### config.mk
export PLATFORM = sky130hd
export DESIGN_NAME = brw_top
export DESIGN_NICKNAME = d
export VERILOG_FILES = /design/src/rtl/brw_pkg.sv /design/src/rtl/brw_top.sv /design/src/rtl/brw_wait_timer.sv
export SDC_FILE = /design/constraint.sdc
export NUM_CORES = 1
export LEC_CHECK = 0
export BUFFER_PORTS_ARGS = -buffer_cell sky130_fd_sc_hd__buf_2
export CAP_MARGIN = 15
export CORE_MARGIN = 2
export CORE_UTILIZATION = 40
export DETAILED_ROUTE_END_ITERATION = 7
export HOLD_SLACK_MARGIN = 0.02
export PLACE_DENSITY = 0.66
export REMOVE_ABC_BUFFERS = 1
export SETUP_SLACK_MARGIN = 0.2
export SYNTH_ARGS = -nofsm -noshare
export SYNTH_HDL_FRONTEND = slang
export SYNTH_SLANG_ARGS = --single-unit
### constraint.sdc
create_clock -name clk -period 3.4 [get_ports clk]
set_clock_uncertainty 0.05 [all_clocks]
set_input_delay 0.68 -clock clk [delete_from_list [all_inputs] [get_ports clk]]
set_output_delay 0.68 -clock clk [all_outputs]
set_load 0.01 [all_outputs]
### src/rtl/brw_pkg.sv
package brw_pkg;
	// Bus widths of the register port.
	localparam int ADDR_W = 4;
	localparam int DATA_W = 32;

	// Byte address of the wait configuration register.
	localparam logic [ADDR_W-1:0] WAIT_CONFIG_OFS = 4'h0;

	// Field positions inside the wait configuration register.
	localparam int GAP_LSB  = 16;
	localparam int GAP_MSB  = 17;
	localparam int FIRST_LSB = 7;
	localparam int FIRST_MSB = 10;
	localparam int MASK_POS  = 6;

	// Bits that hold state; everything else reads as zero.
	localparam logic [DATA_W-1:0] LIVE_BITS = 32'h0003_07c0;

	// Reset values of the fields.
	localparam logic [1:0] GAP_RST   = 2'h0;
	localparam logic [3:0] FIRST_RST = 4'ha;
	localparam logic       MASK_RST  = 1'b0;

	// Width of a wait count; the longest first wait is 24 cycles.
	localparam int WAIT_W = 5;

	// Access wait codes that do not map one to one.
	localparam logic [3:0] FIRST_CODE_LINEAR_MAX = 4'h6;
	localparam logic [WAIT_W-1:0] WAIT_CODE7  = 5'h08;
	localparam logic [WAIT_W-1:0] WAIT_CODE8  = 5'h0a;
	localparam logic [WAIT_W-1:0] WAIT_CODE9  = 5'h0c;
	localparam logic [WAIT_W-1:0] WAIT_CODE10 = 5'h0e;
	localparam logic [WAIT_W-1:0] WAIT_CODE11 = 5'h12;
	localparam logic [WAIT_W-1:0] WAIT_CODE12 = 5'h18;

	// Bus responses.
	localparam logic [1:0] RESP_OKAY   = 2'h0;
	localparam logic [1:0] RESP_SLVERR = 2'h2;

	// Access sequencer states.
	typedef enum logic [1:0] {
		ST_IDLE,
		ST_FIRST,
		ST_GAP
	} brw_state_t;

	// Wait cycles for a first access wait code.
	function automatic logic [WAIT_W-1:0] first_wait(input logic [3:0] code);
		logic [WAIT_W-1:0] cycles;
		cycles = WAIT_CODE12;
		if (code <= FIRST_CODE_LINEAR_MAX) begin
			cycles = {1'b0, code};
		end else if (code == 4'h7) begin
			cycles = WAIT_CODE7;
		end else if (code == 4'h8) begin
			cycles = WAIT_CODE8;
		end else if (code == 4'h9) begin
			cycles = WAIT_CODE9;
		end else if (code == 4'ha) begin
			cycles = WAIT_CODE10;
		end else if (code == 4'hb) begin
			cycles = WAIT_CODE11;
		end
		return cycles;
	endfunction
endpackage

### src/rtl/brw_top.sv
`timescale 1ns/100ps
// Function
// - Burst gap wait zero to three cycles.
// - First access wait from four-bit code.
// - Mask bit clear honours external wait.
// - Unmasked wait stretches even zero-wait access.
// - Reserved bits read zero, written zero.
// - Reset: first wait 1010, others zero.
module brw_top
	import brw_pkg::*;
#(
	parameter int BURST_W = 4
)(
	input  wire logic                       clk,
	input  wire logic                       nrst,
	input  wire logic [brw_pkg::ADDR_W-1:0] s_axi_awaddr,
	input  wire logic                       s_axi_awvalid,
	output logic                            s_axi_awready,
	input  wire logic [brw_pkg::DATA_W-1:0] s_axi_wdata,
	input  wire logic [3:0]                 s_axi_wstrb,
	input  wire logic                       s_axi_wvalid,
	output logic                            s_axi_wready,
	output logic [1:0]                      s_axi_bresp,
	output logic                            s_axi_bvalid,
	input  wire logic                       s_axi_bready,
	input  wire logic [brw_pkg::ADDR_W-1:0] s_axi_araddr,
	input  wire logic                       s_axi_arvalid,
	output logic                            s_axi_arready,
	output logic [brw_pkg::DATA_W-1:0]      s_axi_rdata,
	output logic [1:0]                      s_axi_rresp,
	output logic                            s_axi_rvalid,
	input  wire logic                       s_axi_rready,
	input  wire logic                       accReq,
	input  wire logic [BURST_W-1:0]         accBurstLen,
	input  wire logic                       extWait,
	output logic                            accStrobe,
	output logic                            accBusy
);
	import brw_pkg::*;

	logic [1:0]              burstGapWait;
	logic [3:0]              firstAccessWait;
	logic                    externalWaitMask;
	logic                    awGot;
	logic                    wGot;
	logic [ADDR_W-1:0]       awAddr;
	logic [DATA_W-1:0]       wData;
	logic [3:0]              wStrb;
	brw_state_t              state;
	brw_state_t              next_state;
	logic [BURST_W-1:0]      remain;
	logic                    timerLoad;
	logic [WAIT_W-1:0]       timerValue;
	logic [WAIT_W-1:0]       waitLeft;
	logic                    expired;
	logic                    stall;
	logic                    accDone;
	logic                    active;
	logic [DATA_W-1:0]       regImage;
	logic [WAIT_W-1:0]       spentWait;
	logic [3:0]              firstCodeTaken;
	logic [1:0]              gapCodeTaken;

	// Live fields assembled into the read image; reserved bits stay zero.
	always_comb begin
		regImage = '0;
		regImage[GAP_MSB:GAP_LSB]     = burstGapWait;
		regImage[FIRST_MSB:FIRST_LSB] = firstAccessWait;
		regImage[MASK_POS]            = externalWaitMask;
	end

	// Write address and data are taken independently, in either order.
	// Ready is raised for one cycle after valid, so the master must hold.
	always_ff @(posedge clk) begin
		if (!nrst) begin
			s_axi_awready <= 1'b0;
			awGot         <= 1'b0;
			awAddr        <= '0;
		end else begin
			s_axi_awready <= s_axi_awvalid && !s_axi_awready && !awGot
				&& !s_axi_bvalid;
			if (s_axi_awvalid && s_axi_awready) begin
				awGot  <= 1'b1;
				awAddr <= s_axi_awaddr;
			end else if (awGot && wGot) begin
				awGot <= 1'b0;
			end
		end
	end

	// Write data channel, mirror of the address channel.
	always_ff @(posedge clk) begin
		if (!nrst) begin
			s_axi_wready <= 1'b0;
			wGot         <= 1'b0;
			wData        <= '0;
			wStrb        <= '0;
		end else begin
			s_axi_wready <= s_axi_wvalid && !s_axi_wready && !wGot
				&& !s_axi_bvalid;
			if (s_axi_wvalid && s_axi_wready) begin
				wGot  <= 1'b1;
				wData <= s_axi_wdata;
				wStrb <= s_axi_wstrb;
			end else if (awGot && wGot) begin
				wGot <= 1'b0;
			end
		end
	end

	// Register update and write response once both halves are held.
	// Byte lanes gate each field; the first-wait field spans two lanes.
	always_ff @(posedge clk) begin
		if (!nrst) begin
			burstGapWait     <= GAP_RST;
			firstAccessWait  <= FIRST_RST;
			externalWaitMask <= MASK_RST;
			s_axi_bvalid     <= 1'b0;
			s_axi_bresp      <= RESP_OKAY;
		end else if (awGot && wGot) begin
			s_axi_bvalid <= 1'b1;
			if (awAddr == WAIT_CONFIG_OFS) begin
				s_axi_bresp <= RESP_OKAY;
				if (wStrb[2]) begin
					burstGapWait <= wData[GAP_MSB:GAP_LSB];
				end
				if (wStrb[1]) begin
					firstAccessWait[3:1] <= wData[FIRST_MSB:FIRST_LSB+1];
				end
				if (wStrb[0]) begin
					firstAccessWait[0] <= wData[FIRST_LSB];
					externalWaitMask   <= wData[MASK_POS];
				end
			end else begin
				s_axi_bresp <= RESP_SLVERR;
			end
		end else if (s_axi_bvalid && s_axi_bready) begin
			s_axi_bvalid <= 1'b0;
		end
	end

	// Read channel; unmapped addresses answer zero with a slave error.
	always_ff @(posedge clk) begin
		if (!nrst) begin
			s_axi_arready <= 1'b0;
			s_axi_rvalid  <= 1'b0;
			s_axi_rdata   <= '0;
			s_axi_rresp   <= RESP_OKAY;
		end else begin
			s_axi_arready <= s_axi_arvalid && !s_axi_arready
				&& !s_axi_rvalid;
			if (s_axi_arvalid && s_axi_arready) begin
				s_axi_rvalid <= 1'b1;
				if (s_axi_araddr == WAIT_CONFIG_OFS) begin
					s_axi_rdata <= regImage & LIVE_BITS;
					s_axi_rresp <= RESP_OKAY;
				end else begin
					s_axi_rdata <= '0;
					s_axi_rresp <= RESP_SLVERR;
				end
			end else if (s_axi_rvalid && s_axi_rready) begin
				s_axi_rvalid <= 1'b0;
			end
		end
	end

	// An access phase ends only when the count is spent and the ROM lets go or the mask bit is set.
	assign active  = (state != ST_IDLE);
	assign stall   = extWait && !externalWaitMask;
	assign accDone = active && expired && !stall;

	// Sequencer: first access, then gaps until the burst is used up.
	always_comb begin
		next_state = state;
		timerLoad  = 1'b0;
		timerValue = first_wait(firstAccessWait);
		case (state)
			ST_IDLE: begin
				if (accReq) begin
					next_state = ST_FIRST;
					timerLoad  = 1'b1;
				end
			end
			ST_FIRST, ST_GAP: begin
				if (accDone) begin
					if (remain == '0) begin
						next_state = ST_IDLE;
					end else begin
						next_state = ST_GAP;
						timerLoad  = 1'b1;
						timerValue = {3'h0, burstGapWait};
					end
				end
			end
			default: begin
				next_state = ST_IDLE;
			end
		endcase
	end

	// State, remaining accesses and the registered outputs.
	// A burst length of zero is run as a single access.
	always_ff @(posedge clk) begin
		if (!nrst) begin
			state     <= ST_IDLE;
			remain    <= '0;
			accStrobe <= 1'b0;
			accBusy   <= 1'b0;
		end else begin
			state     <= next_state;
			accStrobe <= accDone;
			accBusy   <= (next_state != ST_IDLE);
			if (state == ST_IDLE && accReq) begin
				remain <= (accBurstLen == '0) ? '0 : accBurstLen - 1'b1;
			end else if (accDone && remain != '0) begin
				remain <= remain - 1'b1;
			end
		end
	end

	// Wait cycle counter shared by first and gap phases.
	brw_wait_timer brw_wait_timer_i (
		.clk       (clk),
		.nrst      (nrst),
		.load      (timerLoad),
		.loadValue (timerValue),
		.waitLeft  (waitLeft),
		.expired   (expired)
	);

	// Helper for the checks: wait cycles spent in the running phase.
	// Cycles in which the ROM holds a spent count are not counted.
	always_ff @(posedge clk) begin
		if (!nrst) begin
			spentWait <= '0;
		end else if (timerLoad || !active) begin
			spentWait <= '0;
		end else if (!expired) begin
			spentWait <= spentWait + 5'h01;
		end
	end

	// Codes in force for the running phases, kept for the checks below.
	always_ff @(posedge clk) begin
		if (!nrst) begin
			firstCodeTaken <= FIRST_RST;
			gapCodeTaken   <= GAP_RST;
		end else if (state == ST_IDLE && accReq) begin
			firstCodeTaken <= firstAccessWait;
		end else if (accDone) begin
			gapCodeTaken <= burstGapWait;
		end
	end

	// Checks next to the logic above.
	a_gap_load: assert property (@(posedge clk) disable iff (!nrst)
		(timerLoad && state != ST_IDLE) |=>
			(waitLeft == {3'h0, $past(burstGapWait)}))
		else $error("gap wait count not loaded from field");

	a_first_load: assert property (@(posedge clk) disable iff (!nrst)
		(state == ST_IDLE && accReq) |=>
			(state == ST_FIRST
			&& waitLeft == first_wait($past(firstAccessWait))))
		else $error("first wait count wrong");

	a_mask_ignore: assert property (@(posedge clk) disable iff (!nrst)
		(active && expired && externalWaitMask) |=> accStrobe)
		else $error("masked wait still held access");

	a_zero_stretch: assert property (@(posedge clk) disable iff (!nrst)
		(active && expired && extWait && !externalWaitMask) |=>
			(!accStrobe && state == $past(state)))
		else $error("external wait did not stretch access");

	a_reserved_zero: assert property (@(posedge clk) disable iff (!nrst)
		s_axi_rvalid |-> ((s_axi_rdata & ~LIVE_BITS) == '0))
		else $error("reserved bits read nonzero");

	a_reset_vals: assert property (@(posedge clk) disable iff (!nrst)
		$rose(nrst) |-> (firstAccessWait == FIRST_RST
			&& burstGapWait == GAP_RST && externalWaitMask == MASK_RST))
		else $error("wait fields wrong after reset");

	a_wait_hold: assert property (@(posedge clk) disable iff (!nrst)
		(active && !expired) |=> (!accStrobe && active))
		else $error("access ended before wait count spent");

	// Answers stand until the master takes them.
	a_bvalid_hold: assert property (@(posedge clk) disable iff (!nrst)
		(s_axi_bvalid && !s_axi_bready) |=> s_axi_bvalid)
		else $error("write answer dropped before taken");

	a_rvalid_hold: assert property (@(posedge clk) disable iff (!nrst)
		(s_axi_rvalid && !s_axi_rready) |=>
			(s_axi_rvalid && $stable(s_axi_rdata)))
		else $error("read answer changed before taken");

	// A write to another address must leave every field alone.
	a_unmapped_keep: assert property (@(posedge clk) disable iff (!nrst)
		(awGot && wGot && awAddr != WAIT_CONFIG_OFS) |=>
			$stable(regImage))
		else $error("unmapped write changed a field");

	// A full-width write lands in the live fields only.
	a_write_lands: assert property (@(posedge clk) disable iff (!nrst)
		(awGot && wGot && awAddr == WAIT_CONFIG_OFS && wStrb == 4'hf) |=>
			(regImage == ($past(wData) & LIVE_BITS)))
		else $error("full write did not land in fields");

	// The timer rests at zero between bursts, so a new one starts clean.
	a_idle_spent: assert property (@(posedge clk) disable iff (!nrst)
		!active |-> expired)
		else $error("wait count left running while idle");

	a_first_span: assert property (@(posedge clk) disable iff (!nrst)
		(state == ST_FIRST && accDone) |->
			(spentWait == first_wait(firstCodeTaken)))
		else $error("first access ended after wrong wait");

	a_gap_span: assert property (@(posedge clk) disable iff (!nrst)
		(state == ST_GAP && accDone) |->
			(spentWait == {3'h0, gapCodeTaken}))
		else $error("burst gap ended after wrong wait");
endmodule

### src/rtl/brw_wait_timer.sv
`timescale 1ns/100ps
module brw_wait_timer
	import brw_pkg::*;
(
	input  wire logic                       clk,
	input  wire logic                       nrst,
	input  wire logic                       load,
	input  wire logic [brw_pkg::WAIT_W-1:0] loadValue,
	output logic      [brw_pkg::WAIT_W-1:0] waitLeft,
	output logic                            expired
);
	// Counts the programmed wait cycles down in bus clock periods.
	always_ff @(posedge clk) begin
		if (!nrst) begin
			waitLeft <= '0;
		end else if (load) begin
			waitLeft <= loadValue;
		end else if (waitLeft != '0) begin
			waitLeft <= waitLeft - 5'h01;
		end
	end

	// The external wait is applied by the caller, not here.
	assign expired = (waitLeft == '0);
endmodule

==> flow_summary_export.csv <==
group,metric,value,unit
outcome,status,"complete, no violations",
finish,syn2layout_area_growth,11.0,%
finish,fillers,620,
sta,whs,414,ps
die,die_width,82.5,µm
worst_setup_path,cp_num_buf_inv,1,
clock_tree,htree_levels,2,
worst_setup_path,crit_path_end,"brw_wait_timer_i.waitLeft[1]",
worst_setup_path,ff2ff_setup_slack,1010,ps
power,power,1.26,mW
clock_tree,cts_tree,"built",
clock_tree,clockRootBuffer,"clkbuf_8",
power,vdd.ir_drop.worst,0.000239,V
global_route,grt_pass1_wl,7470,µm
sta,maxSlewHeadroom,0.519,
global_route,antenna_found_initial,0,
die,initial_utilization,0.414,
die,coreArea,5960,µm²
logic_synthesis,synthXorXnorAreaFrac,0.0177,
die,die_h,82.5,µm
power,p_leak,1.12,nW
clock_tree,cts.hold.buffers_added,0,
worst_setup_path,critical_path_class,"reg2reg",
finish,seq_area,1000,µm²
global_route,grt.total_usage,0.140,
sta,min_period_over_period,0.704,
finish,final_net_count,392,
worst_setup_path,crit_family,"simple AND/OR/NAND/NOR gates",
global_route,first_global_vias,1676,
clock_tree,path_clk_slew,80,ps
sta,final_max_slew_viol_count,0,
die,rows,28,
logic_synthesis,synth_top_family_by_area,"simple AND/OR/NAND/NOR gates",
worst_setup_path,critPathLaunchType,"flip-flop",
sta,rsz0062_at_grt,"no",
flow_run,maxCapViolCount,0,
worst_setup_path,crit_chain,"inv_1 -> ha_1 -> or4b_4 -> nor4_4 -> and2_1 -> mux2i_1 -> o22ai_2",
clock_tree,cts_sinks,50,
worst_setup_path,r2r-end,"brw_wait_timer_i.waitLeft[1]",
sta,fmax,418,MHz
logic_synthesis,synthAdderAreaFrac,0.0254,
logic_synthesis,synth_cell_types,43,
finish,fin_area,2740,µm²
finish,drive_gt1_frac,0.176,
worst_setup_path,reg2reg_from,"brw_wait_timer_i.waitLeft[0]",
detailed_routing,drtPass1Iterations,4,
detailed_routing,totalWireLength,4480,µm
clock_tree,cts_resized,0,
worst_setup_path,r2r_cells,7,
detailed_routing,drc_errors,0,
logic_synthesis,synthSimpleGateAreaFrac,0.253,
global_route,grt_overflow_total,0,
logic_synthesis,dominantRegCellSynth,"dfxtp_1",
clock_tree,post-cts-setup-buffers,0,
worst_setup_path,crit_slowest_cell,"or4b_4",
logic_synthesis,ys_seq_area_frac,0.406,
logic_synthesis,yosys-top-cells-area,"dfxtp_1 (41%), buf_4 (8.2%), nand2_1 (8.1%)",
min_path,hold_depth,1,
logic_synthesis,synth_compound_area_frac,0.173,
global_route,grt_max_degree,49,
logic_synthesis,yosys.area.top_type,"dfxtp_1",
die,die_area,6810,µm²
worst_setup_path,end_kind,"flip-flop",
logic_synthesis,yosysTopAreaCellShare,0.406,
worst_setup_path,required,3530,ps
die,io_pins,100,
logic_synthesis,synthMuxAreaShare,0.00811,
detailed_routing,post_drt_wl_per_cell,11.1,µm
placed_design,post-dp-hpwl,3250,µm
worst_setup_path,arrival,2530,ps
logic_synthesis,synthArstFlopShare,0,
detailed_routing,via_per_inst,4.80,
worst_setup_path,worstPathMaxFanout,6,
sta,worst_pin_slew,722,ps
clock_tree,cts_made_buffers,5,
finish,n_antenna_cell,0,
worst_setup_path,cp-startpoint,"brw_wait_timer_i.waitLeft[0]",
power,power_density,460,nW/µm²
logic_synthesis,yosys_warnings,0,
placed_design,placed_area,2630,µm²
clock_tree,clockBufferDepth,2,
logic_synthesis,ys_ff_latch,50,
logic_synthesis,synthCells,291,
finish,multiInputGateArea,1280,µm²
placed_design,io_buffers,46,
finish,final_util,0.460,
sta,tns,0,ps
logic_synthesis,synth_area_per_cell,8.48,µm²
sta,period_minus_slack,2390,ps
worst_setup_path,cpPeakStageDelay,530,ps
sta,final-hold-violation-count,0,
clock_tree,clkLatencyLatePin,300,ps
detailed_routing,vias,1943,
detailed_routing,drt_first_iter_violations,97,
worst_setup_path,worst-path-stages,7,
logic_synthesis,synth-edff-count,0,
min_path,worstHoldPathType,"reg2reg",
sta,setup_violations,0,
logic_synthesis,syn-cell-area,2470,µm²
placed_design,gp_congestion,0.778,
detailed_routing,ant_nets,0,
[cells in the final DEF, fill, tap and decap left out, types with 3 or more instances in the layout]
cell / instances
a21boi_0: 23
a21oi_1: 11
a22oi_1: 7
and2_1: 3
buf_2: 46
clkbuf_8: 5
conb_1: 27
dfxtp_1: 50
ha_1: 5
inv_1: 7
nand2_1: 53
nand2b_1: 6
nand3_1: 14
nor2_1: 10
nor2b_1: 8
nor3_1: 4
nor3b_1: 4
nor4b_1: 3
o21ai_0: 10
xnor2_1: 3
[sequential cells by signal (all words and copies together), names as in the netlist, 2 cells and up]
name	cells
state	2
firstAccessWait	4
brw_wait_timer_i.waitLeft	5
remain	4
wStrb	3
awAddr	4
wData	7
burstGapWait	2
s_axi_rdata	7
[through the flow]
stage | std cells | setup slack [ps]
finish | 405 | 1010
global route | 405 | 815
CTS | 405 | 1010
detailed placement | 398 | 1030
global placement | 398 | 1040
floorplan | 277 | 1250
[worst min-delay path by stage]
stage | end | slack [ps] | from
2_1_floorplan | awAddr[1] | 390 | awAddr[1]
3_3_place_gp | s_axi_arready | 400 | s_axi_rvalid
3_5_place_dp | s_axi_arready | 390 | s_axi_rvalid
4_1_cts | s_axi_arready | 410 | s_axi_rvalid
5_1_grt | awAddr[2] | 440 | awAddr[2]
6_report | s_axi_arready | 410 | s_axi_rvalid
[where the power goes]
group | internal, mW | switching (mW) | total [mW] | leakage [nW]
clock network | 0.216 | 0.188 | 0.405 | 0.0542
logic | 0.0945 | 0.116 | 0.210 | 0.662
registers | 0.617 | 0.0266 | 0.643 | 0.407
total | 0.928 | 0.331 | 1.26 | 1.12
[cells in the mapped netlist, drive strengths merged (3+ instances only)]
cell	count
clkbuf	11
nor2b	8
and2	3
nor3b	4
nand2	53
nor2	10
a21oi	11
o21ai	10
nand3	14
nor4b	3
dfxtp	50
nand2b	6
buf	29
inv	7
a21boi	23
ha	5
a22oi	7
nor3	5
xnor2	3
[per-layer routing]
layer | vias to the layer above | part of all wire | global-route usage | routed length [µm]
li1 | 1021 | - | - | -
met1 | 867 | 0.49 | 0.186 | 2200
met2 | 49 | 0.44 | 0.223 | 1960
met3 | 6 | 0.060 | 0.0391 | 269
met4 | 0 | 0.011 | 0.0393 | 49
met5 | - | 0 | 0 | 0
[logic make-up (layout without fill, tap and decap cells)]
logic type	count (synthesis)	count (layout)
buffers and inverters	47	60
muxes	2	2
adders and majority gates	5	5
DFF	50	50
xor gates and xnor gates	5	5
AOI/OAI and AO/OA	63	63
and+or+nand+nor	118	118
other	1	27
[final cells by class]
type | count | share of cell area
repair buffers | 46 | 0.0841
inverters | 7 | 0.00960
clock buffers | 5 | 0.0251
well taps | 75 | 0.0343
flip-flops and latches | 50 | 0.366
multi-input cells | 220 | 0.467
clock inverters | 2 | 0.0142
[worst register-to-register path, delay by kind of cell (launching register included)]
| kind | cells | cell delay, ps |
|---|---|---|
| buf+inv | 1 | 80 |
| compound gates | 1 | 90 |
| fa+ha+maj | 1 | 180 |
| simple gates | 3 | 1270 |
| mux | 1 | 260 |
| flops | 1 | 340 |
Note: power is estimated with default switching activity, not from simulation.
